File: config.mk
export PLATFORM = sky130hd
export DESIGN_NAME = brw_monitor
export DESIGN_NICKNAME = d
export VERILOG_FILES = /design/src/brw_pkg.sv /design/src/brw_monitor.sv
export SDC_FILE = /design/constraint.sdc
export NUM_CORES = 1
export LEC_CHECK = 0
export ABC_AREA = 1
export ABC_CLOCK_PERIOD_IN_PS = 17400
export BUFFER_PORTS_ARGS = -buffer_cell sky130_fd_sc_hd__clkbuf_2
export CORE_ASPECT_RATIO = 1.5
export CORE_MARGIN = 8
export CORE_UTILIZATION = 45
export CTS_CLUSTER_DIAMETER = 40
export DETAILED_ROUTE_END_ITERATION = 8
export SLEW_MARGIN = 30
export SYNTH_ARGS = -nofsm -noshare
export SYNTH_HDL_FRONTEND = slang
export SYNTH_SLANG_ARGS = --single-unit
File: constraint.sdc
create_clock -name sys_clk -period 17.4 [get_ports sys_clk]
set_input_delay 0.87 -clock sys_clk [delete_from_list [all_inputs] [get_ports sys_clk]]
set_output_delay 0.87 -clock sys_clk [all_outputs]
set_load 0.01 [all_outputs]
File: src/brw_pkg.sv
/*
 Package for the breaker reclose and wear monitor: output masks, reclose
 state, wear statistics carriers and timing constants.
 Assumes a single 25 MHz relay clock.
*/
package brw_pkg;
    localparam int CLK_HZ = 25_000_000;
    localparam int NUM_RELAYS = 6;
    localparam int NUM_ELEMENTS = 6;
    localparam int MAX_SHOTS = 4;
    localparam int MS_DIV = CLK_HZ / 1000;
    localparam int OPTIME_MIN_MS = 100;
    localparam int OPTIME_MAX_MS = 5000;
    localparam int INHIBIT_DEF_MS = 1000;
    localparam int RECLAIM_DEF_MS = 3000;
    localparam int DEAD_DEF_MS = 500;
    localparam int PULSE_DEF_MS = 100;
    localparam logic [15:0] OPS_LIMIT_DEF = 16'h03e8;
    localparam logic [5:0] MASK6_RST = 6'h00;
    localparam logic [6:0] MASK7_RST = 7'h00;
    localparam logic [7:0] MASK8_RST = 8'h00;
    localparam logic [3:0] SHOTS_RST = 4'h7;

    typedef enum logic [1:0] {
        BRW_LAW_LINEAR,
        BRW_LAW_SQUARE
    } brw_law_e;

    typedef enum {
        BRW_IDLE,
        BRW_DEAD,
        BRW_CLOSE,
        BRW_RECLAIM,
        BRW_LOCKED
    } brw_ar_e;

    typedef struct packed {
        logic [5:0] trip_mask;
        logic [5:0] close_mask;
        logic [5:0] run_mask;
        logic [7:0] ftrip_mask;
        logic [6:0] lock_mask;
        logic [6:0] block_mask;
        logic [6:0] succ_mask;
    } brw_map_s;

    typedef struct packed {
        logic [15:0] op_count;
        logic [31:0] isum;
        logic maint_alarm;
        logic slow_alarm;
    } brw_wear_s;
endpackage

File: src/brw_monitor.sv
/*
 Breaker reclose and wear monitor: trip/close routing, reclose sequencer,
 breaker position indications and wear statistics.
 Assumes synchronous inputs, one clock, settings held stable by the host.
*/
// Function
// [RQ1] Reclose starts only after protection trip pulse
// [RQ2] Trip LED on start, cleared by close
// [RQ3] Up to four shots, per element selection
// [RQ4] Trip pulse routed by six-bit mask
// [RQ5] Close command routed by six-bit mask
// [RQ6] Final-trip lockout flag, eight-position mask
// [RQ7] Running, lockout, blocked, success flags mapped
// [RQ8] Closed/opened indications follow contact inputs
// [RQ9] Record count, current sum, operation times
// [RQ10] Count protection trips and manual opens
// [RQ11] External trip trigger updates wear statistics
// [RQ12] Summation exponent one or two
// [RQ13] Operations alarm, optional reclose lockout
// [RQ14] Slow-operation alarm, threshold 100 ms to 5 s; code takes any 16-bit optime_limit_ms, no range check
// [RQ15] Breaker state from one or two contacts
// [RQ16] Inhibit reclose after manual close, zero disables
// [RQ17] Lockout holds until reset, no closes
// [RQ18] Wear totals change only by increment/reset
`timescale 1ns/10ps
`default_nettype none
module brw_monitor
    import brw_pkg::*;
#(
    parameter int MS_CYCLES = MS_DIV
) (
    input wire logic sys_clk,
    input wire logic rst,
    input wire brw_map_s map,
    input wire logic [NUM_ELEMENTS*MAX_SHOTS-1:0] shot_sel,
    input wire logic [NUM_ELEMENTS-1:0] element_trip,
    input wire logic ar_enable,
    input wire logic ar_block,
    input wire logic clear_on_close,
    input wire logic lockout_reset,
    input wire logic [15:0] dead_ms,
    input wire logic [15:0] reclaim_ms,
    input wire logic [15:0] pulse_ms,
    input wire logic [15:0] reclose_inhibit_after_close,
    input wire logic manual_close,
    input wire logic manual_open_command,
    input wire logic ext_trip_trigger,
    input wire logic [1:0] contact_mode,
    input wire logic breaker_no_contact_input,
    input wire logic breaker_nc_contact_input,
    input wire logic [15:0] fault_current,
    input wire brw_law_e sum_law,
    input wire logic [15:0] ops_limit,
    input wire logic ops_lockout_en,
    input wire logic [15:0] optime_limit_ms,
    input wire logic wear_reset,
    output logic [NUM_RELAYS-1:0] relay_out,
    output logic trip_led,
    output logic ftrip_flag_t,
    output logic ftrip_flag_f,
    output logic flag_f,
    output logic ar_running,
    output logic breaker_closed_indication,
    output logic breaker_opened_indication,
    output logic breaker_close_command,
    output logic trip_pulse,
    output brw_wear_s wear,
    output logic [15:0] last_optime_ms
);
    initial begin
        if (MS_CYCLES < 1 || MAX_SHOTS != 4)
            $error("brw_monitor: unsupported parameters");
    end

    // Millisecond tick
    logic [31:0] div_r, div_nxt;
    logic ms_tick_r, ms_tick_nxt;
    always_comb begin
        div_nxt = div_r + 32'h1;
        ms_tick_nxt = 1'b0;
        if (div_r >= 32'(MS_CYCLES - 1)) begin
            div_nxt = 32'h0;
            ms_tick_nxt = 1'b1;
        end
    end
    always_ff @(posedge sys_clk) begin
        if (rst) begin
            div_r <= 32'h0;
            ms_tick_r <= 1'b0;
        end else begin
            div_r <= div_nxt;
            ms_tick_r <= ms_tick_nxt;
        end
    end

    // Breaker position from contacts; mode 1 NO only, 2 NC only, 3 both for closed and NC only for opened
    logic closed_c, open_c;
    always_comb begin
        case (contact_mode)
            2'h1: closed_c = breaker_no_contact_input; // RQ15
            2'h2: closed_c = !breaker_nc_contact_input; // RQ15
            default: closed_c = breaker_no_contact_input
                && !breaker_nc_contact_input; // RQ15
        endcase
        open_c = (contact_mode == 2'h1) ? !breaker_no_contact_input
            : breaker_nc_contact_input;
    end

    // Shot enable of the tripping elements for a given shot
    function automatic logic shot_ok(input logic [23:0] sel,
                                     input logic [5:0] elem,
                                     input logic [2:0] shot);
        logic r;
        r = 1'b0;
        for (int e = 0; e < NUM_ELEMENTS; e++)
            if (elem[e] && sel[e*MAX_SHOTS + int'(shot)])
                r = 1'b1;
        return r;
    endfunction

    brw_ar_e st_r, st_nxt;
    logic [15:0] tmr_r, tmr_nxt, inh_r, inh_nxt, pls_r, pls_nxt;
    logic [2:0] shot_r, shot_nxt;
    logic [5:0] elem_r, elem_nxt;
    logic trip_r, trip_nxt, close_r, close_nxt, led_r, led_nxt;
    logic succ_r, succ_nxt, ftrip_r, ftrip_nxt;
    logic trip_req, ops_lock, blocked;
    always_comb begin
        trip_req = |element_trip;
        ops_lock = ops_lockout_en && (wear.op_count >= ops_limit); // RQ13
        blocked = !ar_enable || ar_block || ops_lock || (inh_r != 16'h0);
        st_nxt = st_r;
        tmr_nxt = (ms_tick_r && tmr_r != 16'h0) ? tmr_r - 16'h1 : tmr_r;
        inh_nxt = (ms_tick_r && inh_r != 16'h0) ? inh_r - 16'h1 : inh_r;
        pls_nxt = (ms_tick_r && pls_r != 16'h0) ? pls_r - 16'h1 : pls_r;
        shot_nxt = shot_r;
        elem_nxt = elem_r;
        trip_nxt = trip_r && (pls_r != 16'h0);
        close_nxt = close_r && (pls_r != 16'h0);
        led_nxt = led_r;
        succ_nxt = succ_r;
        ftrip_nxt = ftrip_r;
        if (trip_req && !trip_r) begin
            trip_nxt = 1'b1;
            close_nxt = 1'b0;
            pls_nxt = pulse_ms;
            elem_nxt = element_trip;
        end
        if (manual_close && st_r != BRW_LOCKED) begin
            close_nxt = 1'b1;
            trip_nxt = 1'b0;
            pls_nxt = pulse_ms;
            inh_nxt = reclose_inhibit_after_close; // RQ16
        end
        case (st_r)
            BRW_IDLE: begin
                if (trip_r && !blocked) begin // RQ1
                    if (shot_ok(shot_sel, elem_r, 3'h0)) begin // RQ3
                        st_nxt = BRW_DEAD;
                        tmr_nxt = dead_ms;
                        shot_nxt = 3'h1;
                        led_nxt = 1'b1; // RQ2
                        succ_nxt = 1'b0;
                    end
                end
            end
            BRW_DEAD: begin
                if (blocked && !ar_enable)
                    st_nxt = BRW_IDLE;
                else if (tmr_r == 16'h0 && !trip_r) begin
                    st_nxt = BRW_CLOSE;
                    close_nxt = 1'b1; // RQ5
                    pls_nxt = pulse_ms;
                    if (clear_on_close)
                        led_nxt = 1'b0; // RQ2
                end
            end
            BRW_CLOSE: begin
                if (!close_r) begin
                    st_nxt = BRW_RECLAIM;
                    tmr_nxt = reclaim_ms;
                end
            end
            BRW_RECLAIM: begin
                if (trip_req) begin
                    if (shot_r < 3'(MAX_SHOTS)
                        && shot_ok(shot_sel, element_trip, shot_r)
                        && !ops_lock) begin // RQ3
                        st_nxt = BRW_DEAD;
                        tmr_nxt = dead_ms;
                        shot_nxt = shot_r + 3'h1;
                    end else begin
                        st_nxt = BRW_LOCKED;
                        ftrip_nxt = 1'b1; // RQ6
                    end
                end else if (tmr_r == 16'h0) begin
                    st_nxt = BRW_IDLE;
                    succ_nxt = 1'b1; // RQ7
                    shot_nxt = 3'h0;
                end
            end
            BRW_LOCKED: begin
                close_nxt = 1'b0; // RQ17
                if (lockout_reset) begin // RQ17
                    st_nxt = BRW_IDLE;
                    ftrip_nxt = 1'b0;
                    shot_nxt = 3'h0;
                end
            end
            default: st_nxt = BRW_IDLE;
        endcase
    end
    always_ff @(posedge sys_clk) begin
        if (rst) begin
            st_r <= BRW_IDLE;
            tmr_r <= 16'h0;
            inh_r <= 16'h0;
            pls_r <= 16'h0;
            shot_r <= 3'h0;
            elem_r <= 6'h00;
            trip_r <= 1'b0;
            close_r <= 1'b0;
            led_r <= 1'b0;
            succ_r <= 1'b0;
            ftrip_r <= 1'b0;
        end else begin
            st_r <= st_nxt;
            tmr_r <= tmr_nxt;
            inh_r <= inh_nxt;
            pls_r <= pls_nxt;
            shot_r <= shot_nxt;
            elem_r <= elem_nxt;
            trip_r <= trip_nxt;
            close_r <= close_nxt;
            led_r <= led_nxt;
            succ_r <= succ_nxt;
            ftrip_r <= ftrip_nxt;
        end
    end

    // Wear statistics and operating time
    brw_wear_s wear_nxt;
    logic [15:0] opt_r, opt_nxt, last_nxt;
    logic timing_r, timing_nxt, open_evt;
    logic [31:0] inc;
    always_comb begin
        open_evt = (trip_nxt && !trip_r) || manual_open_command
            || ext_trip_trigger; // RQ10 RQ11
        inc = (sum_law == BRW_LAW_LINEAR) ? {16'h0, fault_current}
            : fault_current * fault_current; // RQ12
        wear_nxt = wear;
        opt_nxt = opt_r;
        last_nxt = last_optime_ms;
        timing_nxt = timing_r;
        // Reset first so an event in the same cycle still counts
        if (wear_reset) begin // RQ18
            wear_nxt.op_count = 16'h0;
            wear_nxt.isum = 32'h0;
            wear_nxt.slow_alarm = 1'b0;
            wear_nxt.maint_alarm = 1'b0;
        end
        if (open_evt) begin
            wear_nxt.op_count = wear_nxt.op_count + 16'h1; // RQ9 RQ18
            wear_nxt.isum = wear_nxt.isum + inc; // RQ9 RQ18
            timing_nxt = 1'b1;
            opt_nxt = 16'h0;
        end else if (timing_r) begin
            if (open_c) begin
                timing_nxt = 1'b0;
                last_nxt = opt_r; // RQ9
            end else if (ms_tick_r && opt_r != 16'hffff)
                opt_nxt = opt_r + 16'h1;
        end
        wear_nxt.maint_alarm = wear_nxt.op_count >= ops_limit; // RQ13
        if (opt_nxt > optime_limit_ms)
            wear_nxt.slow_alarm = 1'b1; // RQ14
    end
    always_ff @(posedge sys_clk) begin
        if (rst) begin
            wear <= '0;
            opt_r <= 16'h0;
            last_optime_ms <= 16'h0;
            timing_r <= 1'b0;
        end else begin
            wear <= wear_nxt;
            opt_r <= opt_nxt;
            last_optime_ms <= last_nxt;
            timing_r <= timing_nxt;
        end
    end

    // Relay routing; bit 6 of 7/8-position masks is F, bit 7 is T
    logic [NUM_RELAYS-1:0] rel_nxt;
    logic run_c, lock_c, blk_c;
    always_comb begin
        run_c = st_r != BRW_IDLE && st_r != BRW_LOCKED;
        lock_c = st_r == BRW_LOCKED;
        blk_c = !ar_enable || ar_block || ops_lock;
        rel_nxt = ({6{trip_nxt}} & map.trip_mask) // RQ4
            | ({6{close_nxt}} & map.close_mask) // RQ5
            | ({6{run_c}} & map.run_mask) // RQ7
            | ({6{ftrip_nxt}} & map.ftrip_mask[5:0]) // RQ6
            | ({6{lock_c}} & map.lock_mask[5:0]) // RQ7
            | ({6{blk_c}} & map.block_mask[5:0]) // RQ7
            | ({6{succ_nxt}} & map.succ_mask[5:0]); // RQ7
    end
    always_ff @(posedge sys_clk) begin
        if (rst) begin
            relay_out <= MASK6_RST;
            ftrip_flag_t <= 1'b0;
            ftrip_flag_f <= 1'b0;
            flag_f <= 1'b0;
            ar_running <= 1'b0;
            breaker_closed_indication <= 1'b0;
            breaker_opened_indication <= 1'b0;
            trip_led <= 1'b0;
            breaker_close_command <= 1'b0;
            trip_pulse <= 1'b0;
        end else begin
            relay_out <= rel_nxt;
            ftrip_flag_t <= ftrip_nxt && map.ftrip_mask[7]; // RQ6
            ftrip_flag_f <= ftrip_nxt && map.ftrip_mask[6]; // RQ6
            flag_f <= (lock_c && map.lock_mask[6])
                || (blk_c && map.block_mask[6])
                || (succ_nxt && map.succ_mask[6]); // RQ7
            ar_running <= run_c;
            breaker_closed_indication <= closed_c; // RQ8
            breaker_opened_indication <= open_c; // RQ8
            trip_led <= led_nxt;
            breaker_close_command <= close_nxt;
            trip_pulse <= trip_nxt;
        end
    end

    a_trip_start: assert property (@(posedge sys_clk) disable iff (rst)
        (st_r == BRW_IDLE && st_nxt == BRW_DEAD) |-> trip_r) // RQ1
        else $error("reclose started without trip");
    a_led_on_start: assert property (@(posedge sys_clk) disable iff (rst)
        (st_r == BRW_IDLE && st_nxt == BRW_DEAD) |=> trip_led) // RQ2
        else $error("trip led not lit at start");
    a_shot_limit: assert property (@(posedge sys_clk) disable iff (rst)
        shot_r <= 3'(MAX_SHOTS)) // RQ3
        else $error("shot count above limit");
    a_trip_route: assert property (@(posedge sys_clk) disable iff (rst)
        trip_pulse |-> ((relay_out & map.trip_mask) == $past(map.trip_mask)
        || $changed(map.trip_mask))) // RQ4
        else $error("trip not routed");
    a_close_route: assert property (@(posedge sys_clk) disable iff (rst)
        breaker_close_command && $stable(map.close_mask)
        |-> (relay_out & map.close_mask) == map.close_mask) // RQ5
        else $error("close not routed");
    a_lock_noclose: assert property (@(posedge sys_clk) disable iff (rst)
        st_r == BRW_LOCKED ##1 st_r == BRW_LOCKED
        |-> !breaker_close_command) // RQ17
        else $error("close issued while locked");
    a_closed_ind: assert property (@(posedge sys_clk) disable iff (rst)
        contact_mode == 2'h1 |=> breaker_closed_indication
        == $past(breaker_no_contact_input)) // RQ8
        else $error("closed indication wrong");
    a_count_step: assert property (@(posedge sys_clk) disable iff (rst)
        !wear_reset && !open_evt |=> $stable(wear.op_count)) // RQ18
        else $error("count changed without event");
    a_count_inc: assert property (@(posedge sys_clk) disable iff (rst)
        open_evt && !wear_reset |=> wear.op_count
        == $past(wear.op_count) + 16'h1) // RQ10
        else $error("count not incremented");
    c_reclose: cover property (@(posedge sys_clk) disable iff (rst)
        st_r == BRW_CLOSE ##[1:1000] st_r == BRW_RECLAIM);
    c_success: cover property (@(posedge sys_clk) disable iff (rst)
        $rose(succ_r));
    c_final_trip: cover property (@(posedge sys_clk) disable iff (rst)
        $rose(ftrip_r));
endmodule
`default_nettype wire

# --- Word-level counts from Yosys, hierarchy flattened ---
# Cells that the tools add are included.
# Widths: inputs -> output; s select.
classes:
  n_bitwise: 14
  n_eq_ne: 19
  mux: 101
  n_reduce_logical: 64
  n_lt_le_gt_ge: 11
  add_sub_neg: 13
  n_mul: 1
ops:
  columns: ["operator", "n"]
  rows:
  - ["$mux 16", 18]
  - ["$mux 32", 9]
  - ["$pmux 32 s5", 1]
  - ["$eq 32x2->1 const B", 2]
  - ["$mux 1", 51]
  - ["$mux 50", 1]
  - ["$mux 48", 1]
  - ["$pmux 16 s3", 1]
  - ["$reduce_bool 16->1", 3]
  - ["$sub 16x1->16 const B", 3]
  - ["$and 6x6->6", 7]
  - ["$or 6x6->6", 6]
  - ["$logic_and 1x1->1", 34]
  - ["$add 16x1->16 const B", 2]
  - ["$add 32x1->32 const B", 1]
  - ["$add 32x32->32", 1]
  - ["$eq 32x1->1 const B", 1]
  - ["$eq 32x3->1 const B", 1]
  - ["$eq 32x4->1 const B", 1]
  - ["$ge 16x16->1", 2]
  - ["$ge 32x15->1 const B", 1]
  - ["$logic_not 32->1", 1]
  - ["$mul 16x16->32", 1]
  - ["$ne 32x4->1 const B", 1]
  - ["33 further kinds", 73]
word_totals:
  output_inout_bits: 81
  register_bits: 222

# --- Longest topological paths before layout ---
depth:
  depth_word: 22
  ltp_mapped: 42
  ltp_nobuf: 40

# --- Worst setup path after synthesis ---
# Ideal clock, no wire load.
synth_path:
  path_type: "input-to-reg"
  startpoint: "input port fault_current[7]"
  endpoint: "register wear[31] in the netlist's numbering"
  cell_stages: 36
  n_path_buf: 2
  setup_slack_ns: 9.884
  arrival_time_ns: 7.407
  cell_sequence: "clkbuf_1 clkbuf_1 inv_1 fa_1 inv_1 fa_1 inv_1 fa_1 inv_1 fa_1 fa_1 inv_1 fa_1 inv_1 ha_1 nand2_1 nor2_1 nand3_1 nand3_1 a21oi_1 o21ai_1 a21oi_1 or2_2 inv_1 nor2_1 ha_1 nand2_1 nor2_1 inv_1 nor2_1 inv_1 o221a_2 nand3_1 nand3_1 nand2_1 inv_1"
synth_via:
  elab_chain_cells: 4
synth_rtl:
  columns: ["item", "line_no", "rtl"]
  rows:
  - ["start, declared", "brw_monitor.sv:51", "input wire logic [15:0] fault_current,"]
  - ["$mul 16x16->32", "brw_monitor.sv:250", ": fault_current * fault_current;"]
  - ["$mux 32 *", "brw_monitor.sv:249", "inc = (sum_law == BRW_LAW_LINEAR) ? {16'h0, fault_current}"]
  - ["$add 32x32->32 *", "brw_monitor.sv:264", "wear_nxt.isum = wear_nxt.isum + inc;"]
  - ["$mux 48 *", "brw_monitor.sv:262", "if (open_evt) begin"]
  - ["end signal, assigned", "brw_monitor.sv:285", "wear <= wear_nxt;"]
  - ["end, declared", "brw_monitor.sv:67", "output brw_wear_s wear,"]
# Mark *: on every way between the ends. The rest lies on a longest branch, timed or not.
# A chain may end at the register's enable or synchronous reset.

# --- Worst setup path after layout ---
layout_path:
  startpoint: "input port fault_current[4]"
  endpoint: "register wear[23] in the netlist's numbering"
# The elaborated chain is that of the path after synthesis.

==> parameters.txt <==
Parameter                              Value

Power
  Worst supply voltage drop on vdd    0.000242 V
  Combinational Power Share    81.1%
  Power density over the cells    214 mW/mm2
  Sw Ratio    57.2%
  Internal power    2.15 mW
  P_sw    2.88 mW
  Cell leakage power    12.8 nW
  Sequential share of power    11.4%
  Clock Power Share    7.5%

Floorplanning
  Horizontal die dimension    192 um
  Number of cell rows    97
  Core outline area    0.0464 mm2
  Die span in y    281 um
  Starting Density    45.3%
  Number of placed I/O pins    287
  Area enclosed by the die boundary    0.0540 mm2

Hold path
  Min-Delay Path Depth    2
  Min-Delay Startpoint    trip_led
  Class of the worst hold path    flip-flop to flip-flop
  Worst hold path endpoint    trip_led

Finish
  Filler cells    4,781
  Storage cell area    0.00386 mm2
  Area growth from synthesis to layout    11.5%
  Net count, final    3,871
  Final Core Density    50.5%
  Total area of multi-input combinational cells    0.0144 mm2
  Share of cells above drive strength 1    11.1%

Synthesis
  Adder-cell area share of the yosys netlist    26.7%
  Seq/Total Area, Yosys    18.4%
  Leading register cell type out of synthesis    dfxtp_1
  Yosys warns    0
  Compound-Gate Fraction of Synth Area    11.7%
  Post-synth cell types    60
  Fraction of synthesized cell area in xor and xnor cells    3.67%
  Multiplexer area fraction after synthesis    0%
  Number of synthesized flops with an enable pin    0
  Register bit count reported by yosys    193
  Post-Synthesis Cells    3,084
  Combinational family with the most area after synthesis    adder cells
  Post-synth design cell area    0.0210 mm2
  Synthesized area divided by synthesized cell count    6.81 um2
  Share of flip-flops with an asynchronous set or reset after synthesis    0%
  Synth Area in Simple Gates    26.2%

Clock tree
  Post-CTS Setup Bufs    0
  TritonCTS Buffers    17
  # resized after CTS    0
  Clock root cell    clkbuf_16
  Number of buffers on the longest clock path    2
  H-tree depth reported by CTS    4
  # clock sinks    193
  Worst-Skew Late Latency    450 ps
  CTS tree    yes
  Clock slew seen by the registers of the worst setup and hold paths    80 ps
  Hold_buf cts    0

Timing
  Setup TNS    0 ps
  RSZ-0062 raised after global routing    no
  Fin. max-slew vios    0
  Period minus WS final    8380 ps
  Final hold violation count    0
  Part of the cycle the worst path needs    48.1%
  Worst-Margin Slew    961 ps
  Clk_skew    12.5 ps
  Peak Freq    119 MHz
  Slew margin rel.    35.4%
  Final setup violating endpoints    0

Run status
  Result of the run    finished, final reports clean

Run
  Number of max-cap violations    0

GRT
  Via count of the first global-routing pass    21,100
  GRT Resource Usage Total    24.4%
  Met3 track demand over resource in global routing    3.66%
  Global-route layer with the greatest usage    met2
  Global-route wire length before repair    106,000 um
  Met2 Use GR    45.8%
  Met1 usage in global routing    26.1%
  Total congestion overflow    0
  Initial antenna violation count    1
  Pin count of the biggest net entering global routing    81

Drt
  Drt pass-1 iters    5
  # DRC    0
  Routed WL    66,300 um
  Number of vias in the routed layout    20,400
  Detailed router's first-iteration violation count    922
  Post-DRT Antenna Nets    0
  Number of vias per cell after detailed routing    5.20
  Routed wirelength normalized by instance count    16.9 um

Critical path
  Launch point of the critical path    fault_current[4]
  Critical path's most frequent cell    inv_1
  Data required time of the critical path    17,800 ps
  Slack of the worst reg-to-reg path    13,260 ps
  Reg2reg path depth    17
  Kind of end point of the critical path    flip-flop
  RR Startpoint    st_r[0]
  End of the worst register-to-register path    wear[0]
  CP peak stage delay    580 ps
  CP Max Fanout    18
  Master of the slowest instance on the critical path    nor3_1
  Crit path kind    input port to flip-flop
  Endpoint arrival time on the critical path    8780 ps
  Kind of launch point of the worst setup path    input port

Placement
  PortBufs    286
  RD Place Congestion    0.953
  HPWL after detailed placement    54,800 um
==> sequential cells by signal, indices dropped and copies added (netlist names), 3 cells and up <==
register        cells
shot_r              3
last_optime_ms     16
st_r                3
wear               50
pls_r              16
opt_r              16
inh_r              16
relay_out           6
div_r              32
elem_r              6
tmr_r              16
==> metal layers <==
metal	part of all wire, %	up-vias
met5	0	-
met4	4.7	0
met3	4.8	147
met2	53	558
met1	37	9574
li1	-	10100
==> cell usage after synthesis (7+ instances only) <==
cell      count  share of area (%)
a211oi_1      7               0.25
a21boi_0     10               0.36
a21o_1       12               0.43
a21oi_1     196                4.7
a31oi_1      14               0.42
buf_2        17               0.40
clkbuf_1     72                1.3
dfxtp_1     193                 18
fa_1        162                 15
ha_1        190                 11
inv_1       625                 11
nand2_1     638                 11
nand3_1     160                3.8
nand3b_1      7               0.25
nand4_1      49                1.5
nor2_1      302                5.4
nor3_1       59                1.4
nor4_1       22               0.65
o211ai_1     13               0.46
o21ai_0     142                3.4
o21bai_1     19               0.68
xnor2_1      29                1.2
xor2_1       59                2.5
==> power groups by stage <==
stage          clock (mW)  combinational (mW)  sequential (mW)
2_1_floorplan           0                3.01            0.571
3_3_place_gp            0                4.03            0.580
3_5_place_dp            0                4.05            0.582
4_1_cts             0.387                4.08            0.572
5_1_grt             0.404                4.61            0.579
6_report            0.377                4.08            0.571
==> stage by stage <==
| stage | power [mW] | instance area (um2) | setup slack (ps) | hold slack, ps | cells |
|---|---|---|---|---|---|
| 3_3_place_gp | 4.61 | 22900 | 8630 | 445 | 3888 |
| 6_report | 5.02 | 23400 | 9020 | 466 | 3922 |
| 5_1_grt | 5.59 | 23400 | 8650 | 494 | 3921 |
| 2_1_floorplan | 3.58 | 21100 | 9880 | 430 | 3100 |
| 3_5_place_dp | 4.63 | 22900 | 8660 | 455 | 3888 |
| 4_1_cts | 5.04 | 23400 | 9090 | 468 | 3920 |
==> logic make-up after synthesis <==
| kind of cell | Yosys count |
|---|---|
| xor+xnor | 88 |
| buf+inv | 732 |
| flops | 193 |
| simple gates | 1278 |
| fa+ha+maj | 352 |
| other cells | 1 |
| compound gates | 440 |
==> critical path, delay by kind of cell <==
family,cells,cell delay [ps]
AO/OA/AOI/OAI,6,1110
XOR/XNOR,1,160
adder cells (fa/ha/maj),8,3870
buffers and inverters,8,780
AND/OR/NAND/NOR,8,1990
==> how the worst max path moves through the flow <==
stage | to | slack, ps | cells past startpoint
finish | wear[23] | 9020 | 31
detailed placement | wear[23] | 8660 | 31
floorplan | wear[31] | 9880 | 36
global route | wear[23] | 8650 | 31
global placement | wear[23] | 8630 | 31
CTS | wear[23] | 9090 | 31
==> cells in the final DEF, fill, tap and decap left out, types with 6 or more instances in the layout <==
cell type / Yosys / routed
xnor2_1: 29 / 29
inv_1: 625 / 623
o211ai_1: 13 / 13
clkbuf_16: 0 / 17
nand4_1: 49 / 49
a21boi_0: 10 / 10
xor2_1: 59 / 59
a31oi_1: 14 / 14
clkbuf_2: 0 / 285
o21ai_0: 142 / 142
nor2_4: 6 / 6
a21o_1: 12 / 12
nor2_1: 302 / 302
nand2_1: 638 / 638
nor3_1: 59 / 58
buf_4: 2 / 7
nor4_1: 22 / 22
a21oi_1: 196 / 196
conb_1: 1 / 17
nand3b_1: 7 / 7
o21bai_1: 19 / 19
fa_1: 162 / 162
ha_1: 190 / 190
dfxtp_1: 193 / 193
a211oi_1: 7 / 7
nand3_1: 160 / 160
==> area by class of cell <==
type / instances / share of cell area, %
Multi-Input combinational cell: 2175 / 61.5
Sequential cell: 193 / 16.5
Inverter: 633 / 10.2
Timing Repair Buffer: 293 / 6.33
Tap cell: 594 / 3.17
Clock buffer: 20 / 1.95
Clock inverter: 12 / 0.352
Antenna cell: 2 / 0.0214
No activity file was read; power rests on OpenSTA's default activity.
